--- src/core/rom_win_pkg.sv ---
// Purpose: Shared constants for the boot block window decoder
// Assumes: Big-endian bit 0 of the register is the word's bit 31
// Notes: Register word layout is base, width, size, then vector/enable/write bits
package rom_win_pkg;
    // ------------------------------------------------------------
    // Register byte addresses
    // ------------------------------------------------------------
    localparam logic [31:0] A_WIN_ADDR = 32'hfef80050;
    localparam logic [31:0] B_WIN_ADDR = 32'hfef80058;

    // ------------------------------------------------------------
    // Field positions in the window register
    // ------------------------------------------------------------
    localparam int BASE_LSB = 20;
    localparam int WIDE_BIT = 19;
    localparam int SIZ_LSB = 16;
    localparam int VEC_BIT = 2;
    localparam int EN_BIT = 1;
    localparam int WE_BIT = 0;

    // ------------------------------------------------------------
    // Reset values
    // ------------------------------------------------------------
    localparam logic [11:0] A_BASE_RST = 12'hff0;
    localparam logic [11:0] B_BASE_RST = 12'hff4;
    localparam logic [2:0] SIZ_RST = 3'h0;

    // ------------------------------------------------------------
    // Decode constants
    // ------------------------------------------------------------
    localparam logic [11:0] TOP_MB = 12'hfff;
    localparam logic [2:0] SIZ_RSVD = 3'h7;
    localparam logic [5:0] XFER_BYTE = 6'h01;
    localparam logic [5:0] XFER_WORD = 6'h04;

    // Block index of the register array
    typedef enum logic [0:0] {
        BLK_A = 1'b0,
        BLK_B = 1'b1
    } blk_t;
endpackage : rom_win_pkg

--- src/core/window_if.sv ---
// Purpose: Carries one block's window setup and its match answer
// Assumes: Driven by the decoder top, answered by window_match
// Notes: Purely combinational signals
`timescale 1ns/1ps
interface window_if;
    logic [11:0] base;
    logic [2:0] siz;
    logic en;
    logic [11:0] addr_hi;
    logic match;

    modport cfg (output base, output siz, output en, output addr_hi, input match);
    modport win (input base, input siz, input en, input addr_hi, output match);
endinterface : window_if

--- src/core/rom_flash_window_decode.sv ---
// Purpose: Window decode and write filter for two boot ROM/Flash blocks
// Assumes: Wishbone classic register slave, one-cycle access requests
// Notes: Answers come one cycle after the request
//
// Implementation choice: the Wishbone register port.
`timescale 1ns/1ps
module rom_flash_window_decode (
    // Clock, reset, enable
    input wire logic clk_i,
    input wire logic rst_i,
    input wire logic local_rst_i,
    input wire logic ce_i,
    // Strap pins
    input wire logic [3:0] strap_pin_i,
    // Wishbone register slave
    input wire logic wb_cyc_i,
    input wire logic wb_stb_i,
    input wire logic wb_we_i,
    input wire logic [31:0] wb_adr_i,
    input wire logic [3:0] wb_sel_i,
    input wire logic [31:0] wb_dat_i,
    output logic [31:0] wb_dat_o,
    output logic wb_ack_o,
    // Processor bus access
    input wire logic acc_req_i,
    input wire logic acc_we_i,
    input wire logic [31:0] acc_addr_i,
    input wire logic [5:0] acc_size_i,
    // Access answer
    output logic acc_ack_o,
    output logic acc_sel_a_o,
    output logic acc_sel_b_o,
    output logic acc_wr_o,
    output logic acc_wide_o,
    output logic [25:0] acc_offset_o
);
    // ------------------------------------------------------------
    // Declarations
    // ------------------------------------------------------------
    logic [11:0] base_q [2];
    logic [2:0] siz_q [2];
    logic [1:0] en_q;
    logic [1:0] wen_q;
    logic [1:0] vec_q;
    logic [1:0] wide_q;
    logic [3:0] strap_m_q;
    logic [3:0] strap_q;
    logic [1:0] win_match;
    logic [1:0] reg_hit;
    logic wb_go;
    logic wb_ack_q;
    logic [31:0] wb_dat_q;
    logic [31:0] rd_word;
    logic top_hit;
    logic top_a;
    logic top_b;
    logic hit_a;
    logic hit_b;
    logic sel_wide;
    logic sel_wen;
    logic [2:0] sel_siz;
    logic size_ok;
    logic resp;
    logic dev_wr;
    logic [25:0] offset_d;
    logic ack_q;
    logic sel_a_q;
    logic sel_b_q;
    logic wr_q;
    logic wide_q_o;
    logic [25:0] offset_q;

    // ------------------------------------------------------------
    // Strap synchroniser
    // ------------------------------------------------------------

    // Two flops before the straps are used
    always_ff @(posedge clk_i) begin
        if (ce_i || rst_i) begin
            strap_m_q <= strap_pin_i;
            strap_q <= strap_m_q;
        end
    end

    // ------------------------------------------------------------
    // Wishbone slave
    // ------------------------------------------------------------

    // Address decode of the two window registers
    always_comb begin
        reg_hit[rom_win_pkg::BLK_A] = (wb_adr_i == rom_win_pkg::A_WIN_ADDR);
        reg_hit[rom_win_pkg::BLK_B] = (wb_adr_i == rom_win_pkg::B_WIN_ADDR);
        wb_go = wb_cyc_i && wb_stb_i && !wb_ack_q;
    end

    // Read word of the addressed register, unmapped reads zero
    always_comb begin
        rd_word = 32'h0000_0000;
        for (int i = 0; i < 2; i++) begin
            if (reg_hit[i]) begin
                rd_word[31:rom_win_pkg::BASE_LSB] = base_q[i];
                rd_word[rom_win_pkg::WIDE_BIT] = wide_q[i];
                rd_word[rom_win_pkg::SIZ_LSB +: 3] = siz_q[i];
                rd_word[rom_win_pkg::VEC_BIT] = vec_q[i];
                rd_word[rom_win_pkg::EN_BIT] = en_q[i];
                rd_word[rom_win_pkg::WE_BIT] = wen_q[i];
            end
        end
    end

    // Ack one cycle after the strobe, dropped the cycle after
    always_ff @(posedge clk_i) begin
        if (rst_i) begin
            wb_ack_q <= 1'b0;
            wb_dat_q <= 32'h0000_0000;
        end else if (ce_i) begin
            wb_ack_q <= wb_go;
            if (wb_go && !wb_we_i) begin
                wb_dat_q <= rd_word;
            end
        end
    end

    assign wb_ack_o = wb_ack_q;
    assign wb_dat_o = wb_dat_q;

    // ------------------------------------------------------------
    // Window registers
    // ------------------------------------------------------------

    // Base, size, enable and write enable; set to their reset values by either reset
    always_ff @(posedge clk_i) begin
        for (int i = 0; i < 2; i++) begin
            if (rst_i || local_rst_i) begin
                base_q[i] <= (i == 0) ? rom_win_pkg::A_BASE_RST
                                      : rom_win_pkg::B_BASE_RST;
                siz_q[i] <= rom_win_pkg::SIZ_RST;
                en_q[i] <= 1'b0;
                wen_q[i] <= 1'b0;
            end else if (ce_i && wb_go && wb_we_i && reg_hit[i]) begin
                if (wb_sel_i[3]) begin
                    base_q[i][11:4] <= wb_dat_i[31:24];
                end
                if (wb_sel_i[2]) begin
                    base_q[i][3:0] <= wb_dat_i[23:20];
                    siz_q[i] <= wb_dat_i[rom_win_pkg::SIZ_LSB +: 3];
                end
                if (wb_sel_i[0]) begin
                    en_q[i] <= wb_dat_i[rom_win_pkg::EN_BIT];
                    wen_q[i] <= wb_dat_i[rom_win_pkg::WE_BIT];
                end
            end
        end
    end

    // Vector and width bits take the straps at power-up only
    always_ff @(posedge clk_i) begin
        if (rst_i) begin
            vec_q <= strap_q[1:0];
            wide_q <= strap_q[3:2];
        end else if (ce_i && wb_go && wb_we_i && wb_sel_i[0]) begin
            for (int i = 0; i < 2; i++) begin
                if (reg_hit[i]) begin
                    vec_q[i] <= wb_dat_i[rom_win_pkg::VEC_BIT];
                end
            end
        end
    end

    // ------------------------------------------------------------
    // Window matchers
    // ------------------------------------------------------------

    // One matcher per block
    for (genvar g = 0; g < 2; g++) begin : g_win
        window_if w ();
        assign w.base = base_q[g];
        assign w.siz = siz_q[g];
        assign w.en = en_q[g];
        assign w.addr_hi = acc_addr_i[31:20];
        assign win_match[g] = w.match;
        window_match u_match (
            .w (w.win)
        );
    end

    // ------------------------------------------------------------
    // Access decode
    // ------------------------------------------------------------

    // Top megabyte goes to the vector source, B winning there; elsewhere A wins over B
    always_comb begin
        top_hit = (acc_addr_i[31:20] == rom_win_pkg::TOP_MB);
        top_b = top_hit && vec_q[rom_win_pkg::BLK_B];
        top_a = top_hit && vec_q[rom_win_pkg::BLK_A]
            && !vec_q[rom_win_pkg::BLK_B];
        hit_a = top_a || (!top_hit && win_match[rom_win_pkg::BLK_A]);
        hit_b = top_b || (!top_hit && win_match[rom_win_pkg::BLK_B]
            && !win_match[rom_win_pkg::BLK_A]);
    end

    // Setup of the chosen block
    always_comb begin
        sel_wide = hit_b ? wide_q[rom_win_pkg::BLK_B] : wide_q[rom_win_pkg::BLK_A];
        sel_wen = hit_b ? wen_q[rom_win_pkg::BLK_B] : wen_q[rom_win_pkg::BLK_A];
        sel_siz = hit_b ? siz_q[rom_win_pkg::BLK_B] : siz_q[rom_win_pkg::BLK_A];
    end

    // Narrow takes single bytes, wide takes aligned words
    always_comb begin
        if (sel_wide) begin
            size_ok = (acc_size_i == rom_win_pkg::XFER_WORD)
                && (acc_addr_i[1:0] == 2'h0);
        end else begin
            size_ok = (acc_size_i == rom_win_pkg::XFER_BYTE);
        end
    end

    // Reads of a hit block always answer; bad writes get no answer
    always_comb begin
        resp = (hit_a || hit_b) && (!acc_we_i || size_ok);
        dev_wr = resp && acc_we_i && sel_wen;
    end

    // Offset inside the block; top range maps the first megabyte
    always_comb begin
        offset_d = {acc_addr_i[25:20] & ~(6'h3f << sel_siz), acc_addr_i[19:0]};
        if (top_a || top_b) begin
            offset_d[25:20] = 6'h00;
        end
    end

    // ------------------------------------------------------------
    // Access answer registers
    // ------------------------------------------------------------

    // One-cycle answer pulse after each request that hits a block and passes the write check
    always_ff @(posedge clk_i) begin
        if (rst_i) begin
            ack_q <= 1'b0;
            sel_a_q <= 1'b0;
            sel_b_q <= 1'b0;
            wr_q <= 1'b0;
        end else if (ce_i) begin
            ack_q <= acc_req_i && resp;
            sel_a_q <= acc_req_i && resp && hit_a;
            sel_b_q <= acc_req_i && resp && hit_b;
            wr_q <= acc_req_i && dev_wr;
        end
    end

    // Data of the answer, held until the next request
    always_ff @(posedge clk_i) begin
        if (rst_i) begin
            wide_q_o <= 1'b0;
            offset_q <= 26'h000_0000;
        end else if (ce_i && acc_req_i) begin
            wide_q_o <= sel_wide;
            offset_q <= offset_d;
        end
    end

    assign acc_ack_o = ack_q;
    assign acc_sel_a_o = sel_a_q;
    assign acc_sel_b_o = sel_b_q;
    assign acc_wr_o = wr_q;
    assign acc_wide_o = wide_q_o;
    assign acc_offset_o = offset_q;

    // ------------------------------------------------------------
    // Assertions
    // ------------------------------------------------------------

    logic rd_req;
    assign rd_req = ce_i && acc_req_i && !acc_we_i;

    chk_base_match: assert property (
        @(posedge clk_i) disable iff (rst_i)
        rd_req && !top_hit && en_q[0] && siz_q[0] == 3'h0
            && acc_addr_i[31:20] == base_q[0]
        |=> acc_ack_o && acc_sel_a_o)
        else $error("block A window base not matched");

    chk_size_ignore: assert property (
        @(posedge clk_i) disable iff (rst_i)
        rd_req && !top_hit && en_q[0] && siz_q[0] == 3'h2
            && acc_addr_i[31:22] == base_q[0][11:2]
        |=> acc_sel_a_o && acc_offset_o[21:20] == $past(acc_addr_i[21:20]))
        else $error("size did not mask low base bits");

    chk_base_reset: assert property (
        @(posedge clk_i) disable iff (rst_i)
        local_rst_i |=> base_q[0] == 12'hff0 && base_q[1] == 12'hff4)
        else $error("base not reloaded by local reset");

    chk_size_rsvd: assert property (
        @(posedge clk_i) disable iff (rst_i)
        rd_req && !top_hit && siz_q[0] == 3'h7
        |=> !acc_sel_a_o)
        else $error("reserved size code answered");

    chk_top_b: assert property (
        @(posedge clk_i) disable iff (rst_i)
        rd_req && top_hit && vec_q[1]
        |=> acc_sel_b_o && !acc_sel_a_o && acc_offset_o[25:20] == 6'h00)
        else $error("top range not served by block B");

    chk_top_a: assert property (
        @(posedge clk_i) disable iff (rst_i)
        rd_req && top_hit && vec_q[0] && !vec_q[1]
        |=> acc_sel_a_o && acc_offset_o[19:0] == $past(acc_addr_i[19:0]))
        else $error("top range not served by block A");

    chk_top_none: assert property (
        @(posedge clk_i) disable iff (rst_i)
        ce_i && acc_req_i && top_hit && vec_q == 2'b00 |=> !acc_ack_o)
        else $error("top range answered with no vector source");

    chk_strap_load: assert property (
        @(posedge clk_i)
        rst_i ##1 !rst_i |-> vec_q == $past(strap_q[1:0], 1))
        else $error("vector bits not taken from straps");

    chk_wide_fixed: assert property (
        @(posedge clk_i) disable iff (rst_i)
        $past(!rst_i) |-> $stable(wide_q))
        else $error("width bit changed after reset");

    chk_en_gate: assert property (
        @(posedge clk_i) disable iff (rst_i)
        ce_i && acc_req_i && !top_hit && en_q == 2'b00 |=> !acc_ack_o)
        else $error("disabled window answered");

    chk_narrow_write: assert property (
        @(posedge clk_i) disable iff (rst_i)
        ce_i && acc_req_i && acc_we_i && !sel_wide
            && acc_size_i != 6'h01 |=> !acc_ack_o)
        else $error("narrow block took a multi-byte write");

    chk_misaligned: assert property (
        @(posedge clk_i) disable iff (rst_i)
        ce_i && acc_req_i && acc_we_i && acc_addr_i[1:0] != 2'h0
            && acc_size_i == 6'h04 |=> !acc_ack_o)
        else $error("misaligned word write answered");

    chk_wr_protect: assert property (
        @(posedge clk_i) disable iff (rst_i)
        ce_i && acc_req_i && acc_we_i && (hit_a || hit_b) && size_ok
            && !sel_wen |=> acc_ack_o && !acc_wr_o)
        else $error("protected write not ended cleanly");

    chk_read_ack: assert property (
        @(posedge clk_i) disable iff (rst_i)
        rd_req && (hit_a || hit_b) |=> acc_ack_o && !acc_wr_o)
        else $error("read of enabled window not answered");

    cov_top_read: cover property (
        @(posedge clk_i) disable iff (rst_i)
        rd_req && top_b ##1 acc_ack_o);

    cov_write_done: cover property (
        @(posedge clk_i) disable iff (rst_i)
        ce_i && acc_req_i && dev_wr ##1 acc_wr_o);

    cov_write_refused: cover property (
        @(posedge clk_i) disable iff (rst_i)
        ce_i && acc_req_i && acc_we_i && (hit_a || hit_b) && !size_ok);

    cov_reg_write: cover property (
        @(posedge clk_i) disable iff (rst_i)
        wb_go && wb_we_i && reg_hit[1] ##1 wb_ack_o);
endmodule : rom_flash_window_decode

--- src/core/window_match.sv ---
// Purpose: Matches the top twelve address bits against one block window
// Assumes: Size code steps the window from 1 MB to 64 MB
// Notes: Reserved size code never matches
`timescale 1ns/1ps
module window_match (
    // Window setup and answer
    window_if.win w
);
    logic [11:0] keep_mask;

    // ------------------------------------------------------------
    // Base compare
    // ------------------------------------------------------------

    // Low base bits covered by the size are dropped from the compare
    always_comb begin
        keep_mask = 12'hfff << w.siz;
        w.match = w.en && (w.siz != rom_win_pkg::SIZ_RSVD)
            && (((w.addr_hi ^ w.base) & keep_mask) == 12'h000);
    end
endmodule : window_match

--- config.mk ---
export PLATFORM = sky130hd
export DESIGN_NAME = rom_flash_window_decode
export DESIGN_NICKNAME = d
export VERILOG_FILES = /design/src/core/rom_win_pkg.sv /design/src/core/window_if.sv /design/src/core/rom_flash_window_decode.sv /design/src/core/window_match.sv
export SDC_FILE = /design/constraint.sdc
export NUM_CORES = 1
export LEC_CHECK = 0
export BUFFER_PORTS_ARGS = -buffer_cell sky130_fd_sc_hd__buf_2
export CAP_MARGIN = 15
export CORE_MARGIN = 5
export CORE_UTILIZATION = 45
export CTS_CLUSTER_SIZE = 28
export DETAILED_ROUTE_END_ITERATION = 6
export PLACE_DENSITY = 0.82
export SYNTH_ARGS = -nofsm -noshare
export SYNTH_HDL_FRONTEND = slang
export SYNTH_SLANG_ARGS = --single-unit
--- constraint.sdc ---
create_clock -name clk_i -period 3.5 [get_ports clk_i]
set_input_delay 0.35 -clock clk_i [delete_from_list [all_inputs] [get_ports clk_i]]
set_output_delay 0.35 -clock clk_i [all_outputs]
set_load 0.1 [all_outputs]
==> flow_summary.json <==
{
  "status": "finished clean",
  "grt_start_max_net_pins": 54,
  "wl_microns": 11870,
  "final_core_util": 0.5666,
  "track_usage": 0.1981,
  "grt_pass1_vias": 3779,
  "tritoncts": "done",
  "tightestPinTransition_ns": 0.9406,
  "cap_violations": 0,
  "drt_iter0_drc": 238,
  "clk_latency_ns": 0.35,
  "wl_per_cell_microns": 15.74,
  "initial_core_util": 0.4614,
  "firstDrtPassIters": 5,
  "start_kind": "flip-flop",
  "die_area_sq_mm": 0.01217,
  "leakagePower_nw": 2.169,
  "setup_ws_ns": 0.7532,
  "cts_setup_buffers": 0,
  "drv_slew": 0,
  "finalHoldViolations": 0,
  "synth_xor_area_frac": 0.04640,
  "area_growth_pct": 22.81,
  "vias_per_cell": 5.182,
  "synth_cell_types": 50,
  "pre_cts_slack_ns": 0.7012,
  "cp.required_ns": 3.75,
  "io_buffers": 154,
  "overflow": 0,
  "drc": 0,
  "dp_hpwl_microns": 9241,
  "postCtsResizedCells": 0,
  "synthAdderAreaFrac": 0,
  "htreeDepth": 3,
  "synth_cells": 473,
  "syn_area_sq_mm": 0.004531,
  "grt_pass1_wl_microns": 18370,
  "fin_crit_ns": 2.747,
  "period_share": 0.7848,
  "nets": 735,
  "synth_edf_count": 42,
  "diodes": 0,
  "ys_seq_area_frac": 0.5214,
  "critPathArrivalTime_ns": 2.99,
  "cts_buffer_depth": 2,
  "cts_made_buffers": 9,
  "synth_top_family_by_area": "simple AND/OR/NAND/NOR gates",
  "synthSimpleGateAreaFrac": 0.2071,
  "vias": 3907,
  "path_class": "reg2reg",
  "drive_above_1_share": 0.3366,
  "muxShareOfSynthArea": 0.04695,
  "clock-sinks": 97,
  "ys_ff_latch": 97,
  "ys.flop_type": "dfxtp_1",
  "hold-worst-slack_ns": 0.1753,
  "async_reset_ff_frac": 0,
  "synth_compound_area_frac": 0.1243,
  "io-pin-count": 183,
  "setup_viol": 0,
  "peakVddDrop_mv": 0.2023,
  "pwr_density_cell_mw_per_mm2": 420.1,
  "gp_congestion": 0.8941,
  "ant_nets": 0,
  "design.core.area_sq_mm": 0.009819,
  "hold_class": "in2reg",
  "fin_skew_ns": 0.01221,
  "rsz0062_at_grt": "no",
  "cp_max_fo": 17,
  "cts_root_buf": "clkbuf_8",
  "placement_rows": 36,
  "ctsHoldBuffers": 0,
  "grt_antenna_before_repair": 0,
  "yosysWarnings": 0,
  "finalSetupTns_ns": 0,
  "stdcell_count": 754,
  "cp-end-kind": "flip-flop",
  "clk_pin_slew_ns": 0.09,
  "timing.fmax_mhz": 364.1,
  "dp.cells": 737,
  "syn_area_per_cell_sq_um": 9.578,
  "max-slew-margin-rel": 0.3729,
  "chipHeight_microns": 110.3,
  "die_x_microns": 110.3
}
cells in the mapped netlist (all sizes together), types with 2 or more instances:
| library cell | number | share of area |
|---|---|---|
| or4 | 2 | 0.0033 |
| a22o | 6 | 0.012 |
| and2 | 6 | 0.0094 |
| nor2 | 26 | 0.022 |
| mux2i | 2 | 0.0072 |
| buf | 15 | 0.027 |
| mux2 | 16 | 0.040 |
| o21ai | 18 | 0.023 |
| a32o | 5 | 0.011 |
| nor3 | 5 | 0.0055 |
| nand2 | 88 | 0.073 |
| inv | 6 | 0.0050 |
| nand4b | 2 | 0.0039 |
| nor4b | 3 | 0.0058 |
| or2 | 3 | 0.0041 |
| xor2 | 10 | 0.019 |
| or3 | 16 | 0.022 |
| xnor2 | 14 | 0.027 |
| dfxtp | 55 | 0.24 |
| a21oi | 51 | 0.056 |
| nand4 | 7 | 0.0097 |
| clkbuf | 26 | 0.022 |
| nand3 | 21 | 0.023 |
| edfxtp | 42 | 0.28 |
| nor4 | 6 | 0.0083 |
| nor3b | 2 | 0.0033 |
| nand2b | 5 | 0.0069 |
state kept, by name, summed over array words and instances (netlist names), 2 cells and up:
name / flops
strap_m_q: 4
acc_offset_o: 26
vec_q: 2
wb_dat_o: 19
wen_q: 2
wide_q: 2
strap_q: 4
siz_q: 6
en_q: 2
base_q: 24
cells by family (layout without fill, tap and decap cells):
logic type      Yosys count  in the layout
other cells               1             13
simple gates            196            196
xor+xnor                 24             24
compound gates           90             90
flops                    97             97
buf+inv                  47            183
mux                      18             18
layout by cell type, fill, tap and decap left out, types with 6 or more instances in the layout:
cell type  instances
a21oi_1           51
buf_2            154
or3_1             16
nand3_1           21
edfxtp_1          42
buf_4              7
clkbuf_8          10
nand4_1            7
xnor2_1           14
conb_1            13
o21ai_0           15
xor2_1            10
nor2_1            26
nand2_1           88
mux2_2            16
inv_1              6
dfxtp_1           55
power by group:
| part | switching, W | leakage [nW] | total, W | internal (W) |
|---|---|---|---|---|
| sequential | 0.0000238 | 0.845 | 0.00124 | 0.00121 |
| combinational | 0.000258 | 1.21 | 0.000355 | 0.0000972 |
| clock | 0.000378 | 0.110 | 0.000744 | 0.000366 |
| total | 0.000660 | 2.17 | 0.00234 | 0.00168 |
per-layer routing:
| metal | GRT usage | part of all wire | routed length (microns) |
|---|---|---|---|
| met2 | 0.3193 | 0.49 | 5757 |
| met1 | 0.2626 | 0.42 | 4952 |
| met5 | 0 | 0 | 0 |
| met3 | 0.04077 | 0.076 | 905 |
| met4 | 0.07652 | 0.021 | 254 |
metrics by stage:
step,area (sq um),power [W]
CTS,5557,0.002352
detailed placement,5346,0.001619
finish,5564,0.002338
global placement,5346,0.001611
global route,5564,0.002433
floorplan,4576,0.001518
area by class of cell:
cell class / instances / area, sq um
Clock inverter: 3 / 18.77
Fill cell: 865 / 4255
Inverter: 6 / 22.52
Tap cell: 133 / 166.4
Sequential cell: 97 / 2362
Clock buffer: 13 / 191.4
Timing Repair Buffer: 161 / 823.3
Multi-Input combinational cell: 341 / 1979
final timing paths:
check / cells past startpoint / slack (ns) / start / end
setup / recovery: 8 / 0.75 / siz_q[1][1] / acc_sel_b_o
hold / removal: 1 / 0.18 / strap_pin_i[3] / strap_m_q[3]
setup reg to reg: 8 / 0.75 / siz_q[1][1] / acc_sel_b_o
hold reg to reg: 0 / 0.42 / strap_m_q[1] / strap_q[1]
worst max-delay path: stages (launching register included):
cell and delay, ns:
edfxtp_1 0.57, nor2_1 0.13, a21oi_1 0.16, a21oi_1 0.08
nor4_1 0.27, a22o_1 0.65, mux2i_4 0.37, o221ai_2 0.15
a32o_1 0.27
Note: power is estimated with default switching activity, not from simulation.
